## config.mk

```make
export PLATFORM = sky130hd
export DESIGN_NAME = scr_control_regs
export DESIGN_NICKNAME = d
export VERILOG_FILES = /design/src/scr_control_regs.v
export VERILOG_INCLUDE_DIRS = /design/src
export SDC_FILE = /design/constraint.sdc
export NUM_CORES = 1
export LEC_CHECK = 0
export ABC_AREA = 1
export BUFFER_PORTS_ARGS = -buffer_cell sky130_fd_sc_hd__buf_4
export CAP_MARGIN = 0
export CORE_MARGIN = 2
export CORE_UTILIZATION = 50
export DETAILED_ROUTE_END_ITERATION = 8
export PLACE_DENSITY = 0.72
export SLEW_MARGIN = 20
export SYNTH_ARGS = -nofsm -noshare
export SYNTH_HDL_FRONTEND = slang
export SYNTH_SLANG_ARGS = --single-unit
export TNS_END_PERCENT = 5
```

## constraint.sdc

```tcl
create_clock -name clk -period 2.9 [get_ports clk]
set_clock_uncertainty 0.2 [all_clocks]
set_input_delay 0.29 -clock clk [delete_from_list [all_inputs] [get_ports clk]]
set_output_delay 0.29 -clock clk [all_outputs]
set_load 0.02 [all_outputs]
```

## src/scr_regs.vh

```
`ifndef SCR_REGS_VH
`define SCR_REGS_VH
`define SCR_OFS_ADDR 8'h00
`define SCR_OFS_RST 8'h01
`define SCR_OFS_GEN 8'h03
`define SCR_GEN_RESET 8'hD2
`define SCR_RST_RESET 8'h00
`define SCR_BIT_ADDR_SRC 0
`define SCR_BIT_SLEEP 7
`define SCR_BIT_FULL_RST 1
`define SCR_BIT_LOGIC_RST 0
`define SCR_BIT_CRC_EN 7
`define SCR_BIT_AUTO_ACK 5
`define SCR_BIT_FILTER 4
`define SCR_BIT_PASS 3
`define SCR_BIT_PCLK_AUTO 1
`define SCR_GEN_COMMON_MASK 8'h92
`define SCR_RST_MASK 8'h80
`define SCR_SOFT_RST_CYCLES 4'h4
`define SCR_BIT_GEN_FIXED 6
`define SCR_FILT_LAST 3'h1
`endif

```

## src/scr_control_regs.v

```verilog
`timescale 1ns/1ps
`default_nettype none
`include "scr_regs.vh"
module scr_control_regs (
    // Clock and reset.
    input wire clk,
    input wire reset,
    // Register access from the serial control bus engine.
    input wire reg_wr,
    input wire reg_rd,
    input wire [7:0] reg_addr,
    input wire [7:0] reg_wdata,
    output reg [7:0] reg_rdata,
    // Straps and configuration inputs.
    input wire [6:0] address_strap_pin,
    input wire second_port_bus_enable,
    input wire second_port_select,
    // Link and pixel status pins.
    input wire link_detected,
    input wire pclk_present,
    input wire remote_nack,
    // Video timing inputs sampled on the pixel clock rate.
    input wire horizontal_sync,
    input wire vertical_sync,
    input wire pixel_valid_strobe,
    // Controls toward the datapath.
    output reg [6:0] port0_address,
    output reg [6:0] port1_address,
    output reg power_down,
    output reg logic_reset,
    output reg crc_check_en,
    output reg [1:0] auto_ack_en,
    output reg [1:0] pass_through_en,
    output reg use_internal_osc,
    output reg nack_to_master,
    output reg horizontal_sync_out,
    output reg vertical_sync_out,
    output reg pixel_valid_out
);
    reg [6:0] strap_s1_r, strap_s2_r;
    reg [1:0] ctl_s1_r, ctl_s2_r;
    reg [5:0] pin_s1_r, pin_s2_r;
    reg strap_taken_r;
    reg [6:0] addr0_r, addr1_r;
    reg [1:0] src_r;
    reg sleep_r;
    reg crc_r, filt_r, pclk_auto_r;
    reg [1:0] ack_r, pass_r;
    reg [3:0] rst_cnt_r;
    reg full_rst_r;
    wire [2:0] filt_out;
    localparam [7:0] gen_rst_val = `SCR_GEN_RESET;
    localparam [7:0] rst_rst_val = `SCR_RST_RESET;

    function scr_port_bit;
        input [1:0] vec;
        input sel;
        begin
            scr_port_bit = sel ? vec[1] : vec[0];
        end
    endfunction

    function scr_hit;
        input [7:0] addr;
        input [7:0] ofs;
        begin
            scr_hit = addr == ofs;
        end
    endfunction

    wire sel1 = ctl_s2_r[1];
    wire p1en = ctl_s2_r[0];
    wire [6:0] strap = strap_s2_r;
    wire regs_rst = reset | full_rst_r;
    wire wr_addr = reg_wr && scr_hit(reg_addr, `SCR_OFS_ADDR);
    wire wr_rst = reg_wr && scr_hit(reg_addr, `SCR_OFS_RST);
    wire wr_gen = reg_wr && scr_hit(reg_addr, `SCR_OFS_GEN);
    wire [2:0] vid_in = pin_s2_r[5:3];
    wire [7:0] gen_rd_val = {crc_r, gen_rst_val[`SCR_BIT_GEN_FIXED], scr_port_bit(ack_r, sel1), filt_r,
        scr_port_bit(pass_r, sel1), 1'b0, pclk_auto_r, 1'b0};

    // Two-flop synchronisers for every pin from outside the clock domain.
    always @(posedge clk) begin
        strap_s1_r <= address_strap_pin;
        strap_s2_r <= strap_s1_r;
        ctl_s1_r <= {second_port_select, second_port_bus_enable};
        ctl_s2_r <= ctl_s1_r;
        pin_s1_r <= {pixel_valid_strobe, vertical_sync, horizontal_sync, remote_nack, pclk_present, link_detected};
        pin_s2_r <= pin_s1_r;
    end

    always @(posedge clk) begin
        if (regs_rst) begin
            strap_taken_r <= 1'b0;
            addr0_r <= 7'h00;
            addr1_r <= 7'h00;
            src_r <= 2'b00;
            sleep_r <= rst_rst_val[`SCR_BIT_SLEEP];
            crc_r <= gen_rst_val[`SCR_BIT_CRC_EN];
            filt_r <= gen_rst_val[`SCR_BIT_FILTER];
            pclk_auto_r <= gen_rst_val[`SCR_BIT_PCLK_AUTO];
            ack_r <= {2{gen_rst_val[`SCR_BIT_AUTO_ACK]}};
            pass_r <= {2{gen_rst_val[`SCR_BIT_PASS]}};
        end else if (!strap_taken_r) begin
            strap_taken_r <= 1'b1;
            addr0_r <= strap;
            addr1_r <= p1en ? strap + 7'h01 : strap;
        end else begin
            if (wr_addr) begin
                if (sel1) begin
                    addr1_r <= reg_wdata[7:1];
                    src_r[1] <= reg_wdata[`SCR_BIT_ADDR_SRC];
                end else begin
                    addr0_r <= reg_wdata[7:1];
                    src_r[0] <= reg_wdata[`SCR_BIT_ADDR_SRC];
                end
            end
            if (wr_rst)
                sleep_r <= reg_wdata[`SCR_BIT_SLEEP];
            if (wr_gen) begin
                crc_r <= reg_wdata[`SCR_BIT_CRC_EN];
                filt_r <= reg_wdata[`SCR_BIT_FILTER];
                pclk_auto_r <= reg_wdata[`SCR_BIT_PCLK_AUTO];
                ack_r[sel1] <= reg_wdata[`SCR_BIT_AUTO_ACK];
                pass_r[sel1] <= reg_wdata[`SCR_BIT_PASS];
            end
        end
    end

    always @(posedge clk) begin
        if (reset || full_rst_r) begin
            full_rst_r <= 1'b0;
        end else begin
            full_rst_r <= wr_rst && reg_wdata[`SCR_BIT_FULL_RST];
        end
        if (reset) begin
            rst_cnt_r <= 4'h0;
        end else if ((wr_rst && reg_wdata[`SCR_BIT_LOGIC_RST]) || full_rst_r) begin
            rst_cnt_r <= `SCR_SOFT_RST_CYCLES;
        end else if (rst_cnt_r != 4'h0) begin
            rst_cnt_r <= rst_cnt_r - 4'h1;
        end
    end

    always @(posedge clk) begin
        if (reset) begin
            reg_rdata <= 8'h00;
        end else if (reg_rd) begin
            case (reg_addr)
                `SCR_OFS_ADDR: reg_rdata <= sel1 ? {addr1_r, src_r[1]} : {addr0_r, src_r[0]};
                `SCR_OFS_RST: reg_rdata <= {sleep_r, 7'h00};
                `SCR_OFS_GEN: reg_rdata <= gen_rd_val;
                default: reg_rdata <= 8'h00;
            endcase
        end
    end

    generate
        genvar g;
        // Each filter takes a change only once the input has differed for two cycles.
        for (g = 0; g < 3; g = g + 1) begin : g_filt
            reg [2:0] cnt_r;
            reg out_r;
            always @(posedge clk) begin
                if (reset || rst_cnt_r != 4'h0) begin
                    cnt_r <= 3'h0;
                    out_r <= 1'b0;
                end else if (!filt_r || vid_in[g] == out_r) begin
                    cnt_r <= 3'h0;
                    if (!filt_r)
                        out_r <= vid_in[g];
                end else if (cnt_r == `SCR_FILT_LAST) begin
                    cnt_r <= 3'h0;
                    out_r <= vid_in[g];
                end else begin
                    cnt_r <= cnt_r + 3'h1;
                end
            end
            assign filt_out[g] = out_r;
        end
    endgenerate

    always @(posedge clk) begin
        if (reset) begin
            port0_address <= 7'h00;
            port1_address <= 7'h00;
            power_down <= 1'b0;
            logic_reset <= 1'b1;
            crc_check_en <= 1'b0;
            auto_ack_en <= 2'b00;
            pass_through_en <= 2'b00;
            use_internal_osc <= 1'b0;
            nack_to_master <= 1'b0;
            horizontal_sync_out <= 1'b0;
            vertical_sync_out <= 1'b0;
            pixel_valid_out <= 1'b0;
        end else begin
            port0_address <= src_r[0] ? addr0_r : strap;
            port1_address <= src_r[1] ? addr1_r : strap + 7'h01;
            power_down <= sleep_r && !pin_s2_r[0];
            logic_reset <= rst_cnt_r != 4'h0 || full_rst_r;
            crc_check_en <= crc_r;
            auto_ack_en <= ack_r;
            pass_through_en <= pass_r;
            use_internal_osc <= pclk_auto_r && !pin_s2_r[1];
            nack_to_master <= pin_s2_r[2] && !scr_port_bit(ack_r, sel1);
            horizontal_sync_out <= filt_out[0];
            vertical_sync_out <= filt_out[1];
            pixel_valid_out <= filt_out[2];
        end
    end
endmodule // scr_control_regs
`default_nettype wire

```

# [Word level (Yosys, flattened, before mapping)]
# Index checks and enable logic that the tools add are counted.
[totals] register_bits=106 latchBits=0 ramBits=0 romBits=0 in_bits=35 output_inout_bits=34 wordCells=130 memories=0
[op_classes] n_addsub=5 mul=0 n_div=0 n_lt_le_gt_ge=2 eq_ne=14 n_shift=0 mux=29 bitwise=2 reduce_logical=39
[op_table] cell="7-bit 2-to-1 mux" n=9
[op_table] cell="8-bit one-hot mux with 3 select lines" n=1
[op_table] cell="2-bit AND reduction" n=7
[op_table] cell="1-bit 2-to-1 mux" n=13
[op_table] cell="2-bit inequality test (second input constant)" n=5
[op_table] cell="3-bit by 1-bit adder with 3-bit output (second input constant)" n=3
[op_table] cell="3-bit by 1-bit == test with 1-bit output (second input constant)" n=3
[op_table] cell="1-bit logical AND" n=9
[op_table] cell="3-bit OR reduction" n=3
[op_table] cell="8-bit by 1-bit == test with 1-bit output (second input constant)" n=1
[op_table] cell="8-bit by 2-bit == test with 1-bit output (second input constant)" n=1
[op_table] cell="8-bit zero test" n=1
[op_table] cell="8-bit 2-to-1 mux" n=1
[op_table] cell="2-bit nonzero test" n=4
[op_table] cell="7-bit by 1-bit adder with 7-bit output (second input constant)" n=1
[op_table] cell="1-bit logical OR" n=7
[op_table] cell="3-bit 2-to-1 mux" n=2
[op_table] cell="3-bit AND reduction" n=2
[op_table] cell="2-bit bitwise mux" n=2
[op_table] cell="1-bit zero test" n=4
[op_table] cell="4-bit nonzero test" n=1
[op_table] cell="4-bit by 1-bit subtractor with 4-bit output (second input constant)" n=1
[op_table] cell="1-bit == test" n=3
[op_table] cell="1-bit by 2-bit < comparator with 1-bit output (second input constant)" n=1
[op_table] cell="6 further kinds" n=6

# [Longest topological paths before layout]
# Gate-level depths: netlist (run 1).
[depth] depth_word=5 mapped_depth=10

# [Least setup slack after synthesis (run 1)]
# OpenSTA, ideal clock, no wires.
[synth_path] kind="reg-to-reg" startpoint="reg rst_cnt_r[0]" endpoint="reg g_filt[0].cnt_r[0]" setup_time_ns=0.065 t_arrival_ns=1.184 path_slack_ns=1.451 path_stages_with_launch=9 n_path_buf=0 cell_sequence="dfxtp_1 -> inv_1 -> ha_1 -> nand2_1 -> nor2_1 -> inv_1 -> nor2_2 -> nand3_1 -> nor2_1"
[synth_between] elab_chain_len=3
[synth_lines] item="from (decl)" line="scr_control_regs.v:49" source="reg [3:0] rst_cnt_r;"
[synth_lines] item="from (signal assigned)" line="scr_control_regs.v:139" source="rst_cnt_r <= `SCR_SOFT_RST_CYCLES;"
[synth_lines] item="from (signal assigned)" line="scr_control_regs.v:141" source="rst_cnt_r <= rst_cnt_r - 4'h1;"
[synth_lines] item="4-bit nonzero test" line="scr_control_regs.v:165" source="if (reset || rst_cnt_r != 4'h0) begin"
[synth_lines] item="1-bit logical OR" line="scr_control_regs.v:165"
[synth_lines] item="3-bit OR reduction (no source line)"
[synth_lines] item="to (signal assigned)" line="scr_control_regs.v:176" source="cnt_r <= cnt_r + 3'h1;"
[synth_lines] item="to (decl)" line="scr_control_regs.v:162" source="reg [2:0] cnt_r;"
# No other way between the ends.
# A chain may end at the register's enable or synchronous reset.

# [Final worst setup path (run 1)]
[layout_path] startpoint="reg ctl_s2_r[1]" endpoint="reg addr1_r[2]"
[layout_between] elab_chain_len=2
[layout_lines] item="from (decl)" line="scr_control_regs.v:41" source="reg [1:0] ctl_s1_r, ctl_s2_r;"
[layout_lines] item="from (signal assigned)" line="scr_control_regs.v:87" source="ctl_s2_r <= ctl_s1_r;"
[layout_lines] item="2-bit inequality test (no source line)"
[layout_lines] item="2-bit AND reduction (no source line)"
[layout_lines] item="to (signal assigned)" line="scr_control_regs.v:107" source="addr1_r <= p1en ? strap + 7'h01 : strap;"
[layout_lines] item="to (signal assigned)" line="scr_control_regs.v:111" source="addr1_r <= reg_wdata[7:1];"
[layout_lines] item="to (decl)" line="scr_control_regs.v:44" source="reg [6:0] addr0_r, addr1_r;"
# No other way between the ends.

==> results.json, run 1 <==
{
  "outcome": "completed",
  "setup_tns_ps": 0,
  "end_kind": "register",
  "drtIter0Drc": 277,
  "worst_pin_slew_ps": 660,
  "synth_mux_area_frac": 0,
  "cp.arrival_ps": 2060,
  "final_antenna_net_count": 0,
  "syn_inst": 502,
  "clock_latency_ps": 370,
  "synth_top_family_by_area": "simple AND/OR/NAND/NOR gates",
  "utilization": 0.640,
  "synth_fa_ha_area_frac": 0.0249,
  "maxSlewViolCount": 0,
  "slowest_stage": "dfxtp_1",
  "post_dp_cell_area_sq_mm": 0.00459,
  "n_antenna_cell": 0,
  "cts_buffer_depth": 2,
  "cp.required_ps": 3010,
  "syn_area_sq_mm": 0.00401,
  "syn_area_per_cell_sq_um": 8.00,
  "hold_path.class": "in2reg",
  "remaining_drc_errors": 0,
  "synth_nets": 545,
  "cts.sinks": 106,
  "path_max_fanout": 21,
  "min_period_over_period": 0.674,
  "synth-compound-area-share": 0.123,
  "setup_violations": 0,
  "ios": 69,
  "top_layer_used": "met4",
  "critPathMostFrequentCell": "nor2_1",
  "cts-root-buf": "clkbuf_8",
  "die_h_um": 93.6,
  "vias": 3421,
  "cpPeakStageDelay_ps": 760,
  "final_cell_mix": "106 x dfxtp_1, 98 x nand2_1, 70 x buf_4",
  "met2_length_mm": 4.16,
  "finalInstanceArea_sq_mm": 0.00497,
  "vdd_ir_drop_max_uv": 433,
  "post_cts_resized": 0,
  "hpwl_mm": 6.71,
  "grt_overflow": 0,
  "cellPowerDensity_mw_per_mm2": 600,
  "drive_above_1_share": 0.175,
  "cts_buffers": 9,
  "p_leak_uw": 0.00233,
  "die_x_um": 93.6,
  "portBuffers": 68,
  "rsz0062_at_grt": "no",
  "core-area_sq_mm": 0.00777,
  "grt_pass1_vias": 3249,
  "crit_chain": "inv_1 -> nand2_2 -> nand2_4 -> inv_2 -> nor2_1 -> nor2_1",
  "critPathTopFamily": "flip-flops",
  "avgRoutedWirePerCell_um": 13.1,
  "min_period_ps": 1950,
  "routed_wl_mm": 9.13,
  "seq_area_frac_synth": 0.529,
  "via_per_inst": 4.92,
  "crit_buf_inv": 2,
  "hold_viol_final": 0,
  "fmax_ghz": 0.512,
  "place_congestion": 0.957,
  "grt_max_degree": 23,
  "antenna_found_initial": 0,
  "htree_num_levels": 3,
  "grt_first_pass_wirelength_mm": 14.8,
  "num_rows": 32,
  "die-area_sq_mm": 0.00876,
  "wirelength_met1_mm": 4.33,
  "synth-simple-area-share": 0.231,
  "synth_cell_types": 29,
  "synthXorXnorAreaFrac": 0.0131,
  "grt_usage": 0.217,
  "initial_core_util": 0.517,
  "final_common_cell": "dfxtp_1",
  "critPathLaunchType": "register",
  "yosys_warnings": 0,
  "first_pass_iters": 7,
  "cts_tree": "built",
  "fillers": 713,
  "wl_met3_um": 539,
  "synth_seq_cells": 106,
  "power_uw": 2990,
  "syn2layout_area_growth_pct": 23.9,
  "path_clk_slew_ps": 100,
  "max-slew-margin-rel": 0.559,
  "maxCapViolCount": 0,
  "critical_path_class": "reg2reg",
  "final_nets": 631
}
[registers in the layout, summed over array words and instances, names as in the netlist, 7 cells and up]
register,cells
addr1_r,7
reg_rdata,8
addr0_r,7
port0_address,7
g_filt.cnt_r,9
strap_s1_r,7
strap,7
port1_address,7
[timing repair]
item / CTS / global route
endpoints found under the hold margin: 22 / 0
buffers inserted: 0 / 0
hold buffers: 20 / 0
[power by group]
group          total (uW)  internal [uW]  switching [uW]
combinational         504            208             295
clock                 849            346             502
sequential           1630           1570            67.2
total                2990           2120             865
[final cells by class]
class | instances | area, sq um | area share
sequential | 106 | 2120 | 0.427
multi-input combinational | 318 | 1580 | 0.317
timing repair buffer | 90 | 726 | 0.146
inverter | 63 | 236 | 0.0475
clock buffer | 10 | 138 | 0.0277
tap | 102 | 128 | 0.0257
clock inverter | 6 | 50.0 | 0.0101
[cells in the mapped netlist]
cell type / n / area share
xnor2_1: 3 / 0.0065
dfxtp_1: 106 / 0.53
o21ai_0: 34 / 0.042
buf_1: 2 / 0.0019
o211ai_1: 10 / 0.019
nor2_1: 61 / 0.057
a21boi_0: 1 / 0.0019
nand2_1: 98 / 0.092
or2_2: 1 / 0.0016
nand3b_1: 1 / 0.0019
nor3_1: 3 / 0.0037
nor2_4: 1 / 0.0028
nand2_4: 4 / 0.011
buf_6: 2 / 0.0056
nand4_1: 1 / 0.0016
buf_2: 7 / 0.0087
inv_2: 3 / 0.0028
nor2_2: 4 / 0.0062
clkbuf_1: 4 / 0.0037
inv_1: 60 / 0.056
nand3_1: 34 / 0.042
o21ai_1: 1 / 0.0012
o21a_1: 4 / 0.0075
nor2_8: 1 / 0.0050
nand2_2: 4 / 0.0062
a21oi_1: 40 / 0.050
ha_1: 8 / 0.025
a31oi_1: 1 / 0.0016
xor2_1: 3 / 0.0065
[cell families after synthesis]
logic type      count (synthesis)
compound gates                 91
xor+xnor                        6
fa+ha+maj                       8
buf+inv                        78
flops                         106
simple gates                  213
[worst min-delay path, cell delays in order]
cell and delay, ps:
buf_4 120, nand3_1 70, a21oi_1 60
[per-layer routing]
layer  up-vias  GRT usage
li1       1760          -
met1      1532      0.291
met2       121      0.360
met3         8     0.0483
met4         0     0.0447
met5         -          0
[metrics by stage]
stage	instances	setup slack, ps	hold WS (ps)
detailed placement	659	1000	112
finish	695	945	13.4
global placement	659	1060	110
global route	695	810	12.4
floorplan	502	1450	110
CTS	695	972	4.98
[worst paths after layout]
check                           slack (ps)                  start                 endpoint  cells after the start
worst max-delay path                   950    ctl_s2_r[1]$_DFF_P_  addr1_r[2]$_SDFFE_PN0P_                      6
worst min-delay path                    10           reg_wdata[5]    ack_r[1]$_SDFFE_PN0P_                      3
worst max register to register         950    ctl_s2_r[1]$_DFF_P_  addr1_r[2]$_SDFFE_PN0P_                      6
worst min register to register         130  strap_s1_r[2]$_DFF_P_         strap[2]$_DFF_P_                      0
Note: power is estimated with default switching activity, not from simulation.
==> inputs of run 2 (changes only) <==
Settings changed: ABC_AREA 1 to 0, PLACE_DENSITY 0.72 to 0.73.
Clock period 2.9 ns to 1.8 ns, I/O delays scaled along.
==> results.json, run 2 <==
{
  "synth_most_common_cell": "dfxtp_1",
  "startpoint": "rst_cnt_r[1]$_SDFFE_PP0P_",
  "vdd_ir_drop_max_uv": 603,
  "remaining_drc_errors": 0,
  "synth_cell_types": 50,
  "routed_wl_mm": 8.90,
  "cellPowerDensity_mw_per_mm2": 942,
  "portBuffers": 68,
  "setup_tns_ps": -292,
  "cts_buffers": 9,
  "fillers": 584,
  "r2r_start": "rst_cnt_r[1]$_SDFFE_PP0P_",
  "hpwl_mm": 6.46,
  "reg2reg_to": "g_filt[2].cnt_r[2]$_SDFF_PP0_",
  "crit_buf_inv": 1,
  "die_x_um": 92.5,
  "die_h_um": 92.5,
  "switchingPower_uw": 1360,
  "yosys.area.top_type": "dfxtp_1",
  "path_max_fanout": 5,
  "clock_latency_ps": 370,
  "synth_top_area_share": 0.542,
  "grt_usage": 0.218,
  "final_common_cell": "dfxtp_1",
  "clkPwrFrac": 0.282,
  "cts_buffer_depth": 2,
  "syn2layout_area_growth_pct": 32.1,
  "num_rows": 32,
  "maxSlewViolCount": 0,
  "synth_nets": 428,
  "cp.required_ps": 1910,
  "async_reset_ff_frac": 0,
  "initial_core_util": 0.512,
  "syn_area_sq_mm": 0.00391,
  "drtIter0Drc": 227,
  "internal_power_uw": 3510,
  "via_per_inst": 5.18,
  "top_regs": "g_filt.cnt_r (9), reg_rdata (8)",
  "die-area_sq_mm": 0.00855,
  "largest_register_ffs": 9,
  "setup_violations": 9,
  "grt_pass1_vias": 3055,
  "critPathTopFamily": "simple AND/OR/NAND/NOR gates",
  "maxCapViolCount": 0,
  "syn_area_per_cell_sq_um": 10.2,
  "synth_edf_count": 0,
  "synth_seq_cells": 106,
  "final_cell_mix": "104 x dfxtp_1, 95 x buf_4, 34 x nor2_1",
  "cts_tree": "built",
  "first_pass_iters": 5,
  "slowest_stage": "or3b_4",
  "pre_cts_ws_ps": -98.4,
  "cts-root-buf": "clkbuf_8",
  "outcome": "complete, but fails checks",
  "combPwrFrac": 0.183,
  "critPathLaunchType": "register",
  "path_clk_slew_ps": 110,
  "path_depth": 6,
  "min_period_ps": 1850,
  "hold_path.class": "in2reg",
  "fin_ws_ps": -51.9,
  "htree_num_levels": 3,
  "critical_path_class": "reg2reg",
  "synth_common_cells": "106 x dfxtp_1, 35 x nor2_1, 31 x mux2i_1",
  "antenna_found_initial": 0,
  "cts.sinks": 106,
  "max-slew-margin-rel": 0.735,
  "avgRoutedWirePerCell_um": 14.7,
  "rsz0062_at_grt": "yes",
  "final_antenna_net_count": 0,
  "grt_max_degree": 24,
  "violations": "setup timing",
  "synthTopCellsByArea": "dfxtp_1 54%, mux2i_1 7.9%, nor2_1 3.4%",
  "seq_area_frac_synth": 0.542,
  "grt_overflow": 0,
  "multi_input_area_sq_mm": 0.00170,
  "ios": 69,
  "crit_chain": "inv_2 -> ha_4 -> or3b_4 -> or2_4 -> or3_4 -> nor2_1",
  "largest-register": "g_filt.cnt_r",
  "cpPeakStageDelay_ps": 370,
  "cp.arrival_ps": 1960,
  "min_period_over_period": 1.03,
  "r2r_cells": 6,
  "syn_inst": 385,
  "final_nets": 543,
  "end_kind": "register",
  "grt_first_pass_wirelength_mm": 14.6,
  "utilization": 0.676,
  "pwr-share-seq": 0.535,
  "n_antenna_cell": 0,
  "sw_frac_of_total": 0.279,
  "endpoint": "g_filt[2].cnt_r[2]$_SDFF_PP0_",
  "post_cts_buffers": 0,
  "hold_viol_final": 0,
  "yosys_warnings": 0,
  "place_congestion": 0.814,
  "core-area_sq_mm": 0.00765,
  "register_area_sq_mm": 0.00212,
  "drive_above_1_share": 0.269,
  "synth-main-ff-cell": "dfxtp_1",
  "fmax_ghz": 0.540,
  "p_leak_uw": 0.00220,
  "worst_pin_slew_ps": 397,
  "vias": 3145,
  "rrSetupSlack_ps": -50
}
-- run 2: cell types whose count changed after synthesis, moves of 10 or more --
cell,change
nand2_1,-80
inv_1,-49
mux2i_1,+31
nor2_1,-26
nand3_1,-20
a21oi_1,-16
clkbuf_1,+11
o21ai_0,-11
xnor2_1,+10
-- run 2: power by group through the flow --
stage	combinational, uW	clock, uW	sequential [uW]
2_1_floorplan	478	0	2680
3_3_place_gp	819	0	2650
3_5_place_dp	843	0	2660
4_1_cts	888	1410	2610
5_1_grt	994	1500	2630
6_report	890	1370	2610
-- run 2: cell families after synthesis --
kind of cell | share of synthesized area
and+or+nand+nor | 0.161
DFF | 0.542
AOI/OAI and AO/OA | 0.111
muxes | 0.0937
buffers and inverters | 0.0329
xor gates and xnor gates | 0.0336
adders and majority gates | 0.0256
-- run 2: worst min-delay path, delay by kind of cell --
kind / cells / cell delay, ps
simple gates: 1 / 200
buf+inv: 1 / 90
compound gates: 1 / 60
-- run 2: metrics by stage --
stage | area, sq um | instances | hold WS (ps) | total power, uW
finish | 5170 | 607 | 26.3 | 4870
detailed placement | 4730 | 565 | 85.4 | 3500
global placement | 4730 | 565 | 84.4 | 3470
floorplan | 3950 | 385 | 7.72 | 3160
CTS | 5160 | 606 | 1.67 | 4900
global route | 5170 | 607 | 26.4 | 5120
-- run 2: per-layer routing --
layer / global-route usage / wire length [um] / vias to the layer above
met2: 0.377 / 4330 / 98
met5: 0 / 0 / -
li1: - / - / 1567
met4: 0.0647 / 119 / 0
met1: 0.282 / 4040 / 1468
met3: 0.0350 / 410 / 12
-- run 2: area by class of cell --
cell class                 instances  area share
timing repair buffer             122       0.192
tap                              102      0.0247
multi-input combinational        249       0.328
sequential                       106       0.411
inverter                          12     0.00871
clock buffer                       9      0.0240
clock inverter                     7      0.0114
-- run 2: worst min-delay path by stage --
stage                                 startpoint  slack, ps  cells after the start                          end
after global routing                       reset         30                      3      addr1_r[5]$_SDFFE_PN0P_
after CTS                                  reset          2                      3  port0_address[0]$_SDFF_PP0_
after global placement    second_port_bus_enable         80                      1          ctl_s1_r[0]$_DFF_P_
after floorplan           second_port_bus_enable          8                      0          ctl_s1_r[0]$_DFF_P_
after detailed placement    address_strap_pin[0]         90                      1        strap_s1_r[0]$_DFF_P_
final                                      reset         30                      3      addr1_r[5]$_SDFFE_PN0P_
-- run 2: timing repair --
| action | in CTS | in global routing |
|---|---|---|
| resized for setup | 0 | 1 |
| hold buffers | 25 | 1 |
| endpoints found under the setup margin | 9 | 9 |
| pin swaps | 2 | 0 |
| hold endpoints to repair | 44 | 2 |
==> inputs of run 3 (changes only) <==
Settings changed: BUFFER_PORTS_ARGS -buffer_cell sky130_fd_sc_hd__buf_4 to not set, CTS_BUF_LIST set to sky130_fd_sc_hd__clkbuf_8 sky130_fd_sc_hd__clkbuf_16, DONT_BUFFER_PORTS set to 1, PLACE_DENSITY 0.73 to not set.
==> results.json, run 3 (synthesized netlist as in run 2, its figures left out) <==
{
  "cts.sinks": 106,
  "cts-root-buf": "clkbuf_8",
  "die_x_um": 92.5,
  "hold_path_startpoint": "reg_addr[4]",
  "core-area_sq_mm": 0.00765,
  "largest_register_ffs": 9,
  "clkPwrFrac": 0.303,
  "grt_pass1_vias": 2788,
  "routed_wl_mm": 8.61,
  "cts_buffers": 9,
  "cts_tree": "built",
  "dp.cells": 490,
  "min_path_cells": 4,
  "utilization": 0.633,
  "r2r_cells": 6,
  "grt_usage": 0.210,
  "final_common_cell": "dfxtp_1",
  "path_clk_slew_ps": 90,
  "hold_viol_final": 0,
  "final_nets": 482,
  "first_pass_iters": 4,
  "syn2layout_area_growth_pct": 23.8,
  "drive_above_1_share": 0.153,
  "outcome": "complete, but fails checks",
  "antenna_found_initial": 0,
  "avgRoutedWirePerCell_um": 15.8,
  "min_period_ps": 1850,
  "via_per_inst": 5.19,
  "cellPowerDensity_mw_per_mm2": 1010,
  "drtIter0Drc": 159,
  "top_regs": "g_filt.cnt_r (9), reg_rdata (8)",
  "internal_power_uw": 3600,
  "clock_latency_ps": 360,
  "portBuffers": 0,
  "min_period_over_period": 1.03,
  "die_h_um": 92.5,
  "r2r_start": "rst_cnt_r[1]$_SDFFE_PP0P_",
  "fmax_ghz": 0.541,
  "pre_cts_ws_ps": -76.9,
  "initial_core_util": 0.512,
  "hpwl_mm": 5.78,
  "die-area_sq_mm": 0.00855,
  "fin_cells": 546,
  "pwr-share-seq": 0.543,
  "switchingPower_uw": 1270,
  "max-slew-margin-rel": 0.782,
  "vdd_ir_drop_max_uv": 646,
  "violations": "setup timing",
  "grt_max_degree": 28,
  "end_kind": "register",
  "maxCapViolCount": 0,
  "largest-register": "g_filt.cnt_r",
  "maxSlewViolCount": 0,
  "critical_path_class": "reg2reg",
  "n_antenna_cell": 0,
  "path_max_fanout": 6,
  "grt_first_pass_wirelength_mm": 13.9,
  "holdPathEnd": "ack_r[0]$_SDFFE_PN0P_",
  "cp.arrival_ps": 1950,
  "cts_buffer_depth": 2,
  "remaining_drc_errors": 0,
  "place_congestion": 0.760,
  "worst_pin_slew_ps": 323,
  "p_leak_uw": 0.00196,
  "final_cell_mix": "104 x dfxtp_1, 34 x dlygate4sd3_1, 32 x nor2_1",
  "htree_num_levels": 3,
  "sw_frac_of_total": 0.261,
  "reg2reg_to": "g_filt[0].cnt_r[1]$_SDFF_PP0_",
  "setup_violations": 9,
  "hold_path.class": "in2reg",
  "cp.required_ps": 1900,
  "num_rows": 32,
  "final_antenna_net_count": 0,
  "fin_ws_ps": -48.6,
  "combPwrFrac": 0.153,
  "ios": 69,
  "grt_overflow": 0,
  "vias": 2833,
  "rsz0062_at_grt": "yes",
  "rrSetupSlack_ps": -50,
  "critPathLaunchType": "register"
}
## run 3: cell types whose count changed in the layout (fill, tap and decap cells not counted), moves of 2 or more
| cell | before | now |
|---|---|---|
| nor2_2 | 1 | 3 |
| buf_4 | 95 | 18 |
| buf_6 | 0 | 3 |
| buf_12 | 1 | 3 |
| dlygate4sd3_1 | 26 | 34 |
| dlymetal6s4s_1 | 0 | 3 |
| nor2_1 | 34 | 32 |
## run 3: worst max-delay path, stage by stage, from the launching register on
cell and delay, ps:
dfxtp_2 330, inv_2 60, ha_4 120, or3b_4 370
or2_4 270, or3_4 350, nor2_1 90
## run 3: final cells by class
| cell class | instances | area (sq um) |
|---|---|---|
| tap | 102 | 128 |
| multi-input combinational | 249 | 1730 |
| clock buffer | 10 | 138 |
| fill | 649 | 2800 |
| sequential | 106 | 2120 |
| inverter | 12 | 48.8 |
| clock inverter | 6 | 65.1 |
| timing repair buffer | 61 | 607 |
## run 3: worst max path at each step
| stage | cells after the start | startpoint | end |
|---|---|---|---|
| 2_1_floorplan | 6 | rst_cnt_r[1]$_SDFFE_PP0P_ | g_filt[0].cnt_r[0]$_SDFF_PP0_ |
| 3_3_place_gp | 6 | rst_cnt_r[1]$_SDFFE_PP0P_ | g_filt[0].cnt_r[0]$_SDFF_PP0_ |
| 3_5_place_dp | 6 | rst_cnt_r[1]$_SDFFE_PP0P_ | g_filt[0].cnt_r[2]$_SDFF_PP0_ |
| 4_1_cts | 6 | rst_cnt_r[1]$_SDFFE_PP0P_ | g_filt[0].cnt_r[1]$_SDFF_PP0_ |
| 5_1_grt | 6 | rst_cnt_r[1]$_SDFFE_PP0P_ | g_filt[0].cnt_r[1]$_SDFF_PP0_ |
| 6_report | 6 | rst_cnt_r[1]$_SDFFE_PP0P_ | g_filt[0].cnt_r[1]$_SDFF_PP0_ |
## run 3: power by group through the flow
stage | clock network [uW] | registers (uW) | logic [uW]
after floorplan | 0 | 2680 | 478
after global placement | 0 | 2700 | 613
after detailed placement | 0 | 2710 | 625
after CTS | 1520 | 2650 | 741
after global routing | 1630 | 2670 | 837
final | 1480 | 2650 | 747
## run 3: timing repair
action                                  CTS  global route
buffers inserted                          1             0
gates resized for setup                   1            14
pin swaps                                 2             1
endpoints found under the hold margin    90             0
hold buffers                             39             0
endpoints found under the setup margin    9            28
## run 3: metal layers
| layer | vias up | global-route usage | part of all wire |
|---|---|---|---|
| met5 | - | 0 | 0 |
| met3 | 6 | 0.0537 | 0.042 |
| li1 | 1445 | - | - |
| met1 | 1317 | 0.265 | 0.46 |
| met2 | 65 | 0.347 | 0.49 |
| met4 | 0 | 0.0796 | 0.0099 |
## run 3: per-stage QoR
stage                     total power [uW]  instance area (sq um)  setup TNS [ps]  hold WS (ps)
final                                 4870                   4840            -355          60.5
after global placement                3310                   4160            -216          7.76
after detailed placement              3330                   4160            -484          7.75
after floorplan                       3160                   3950            -346          7.72
after CTS                             4920                   4790            -587          52.3
after global routing                  5140                   4840            -871          59.3
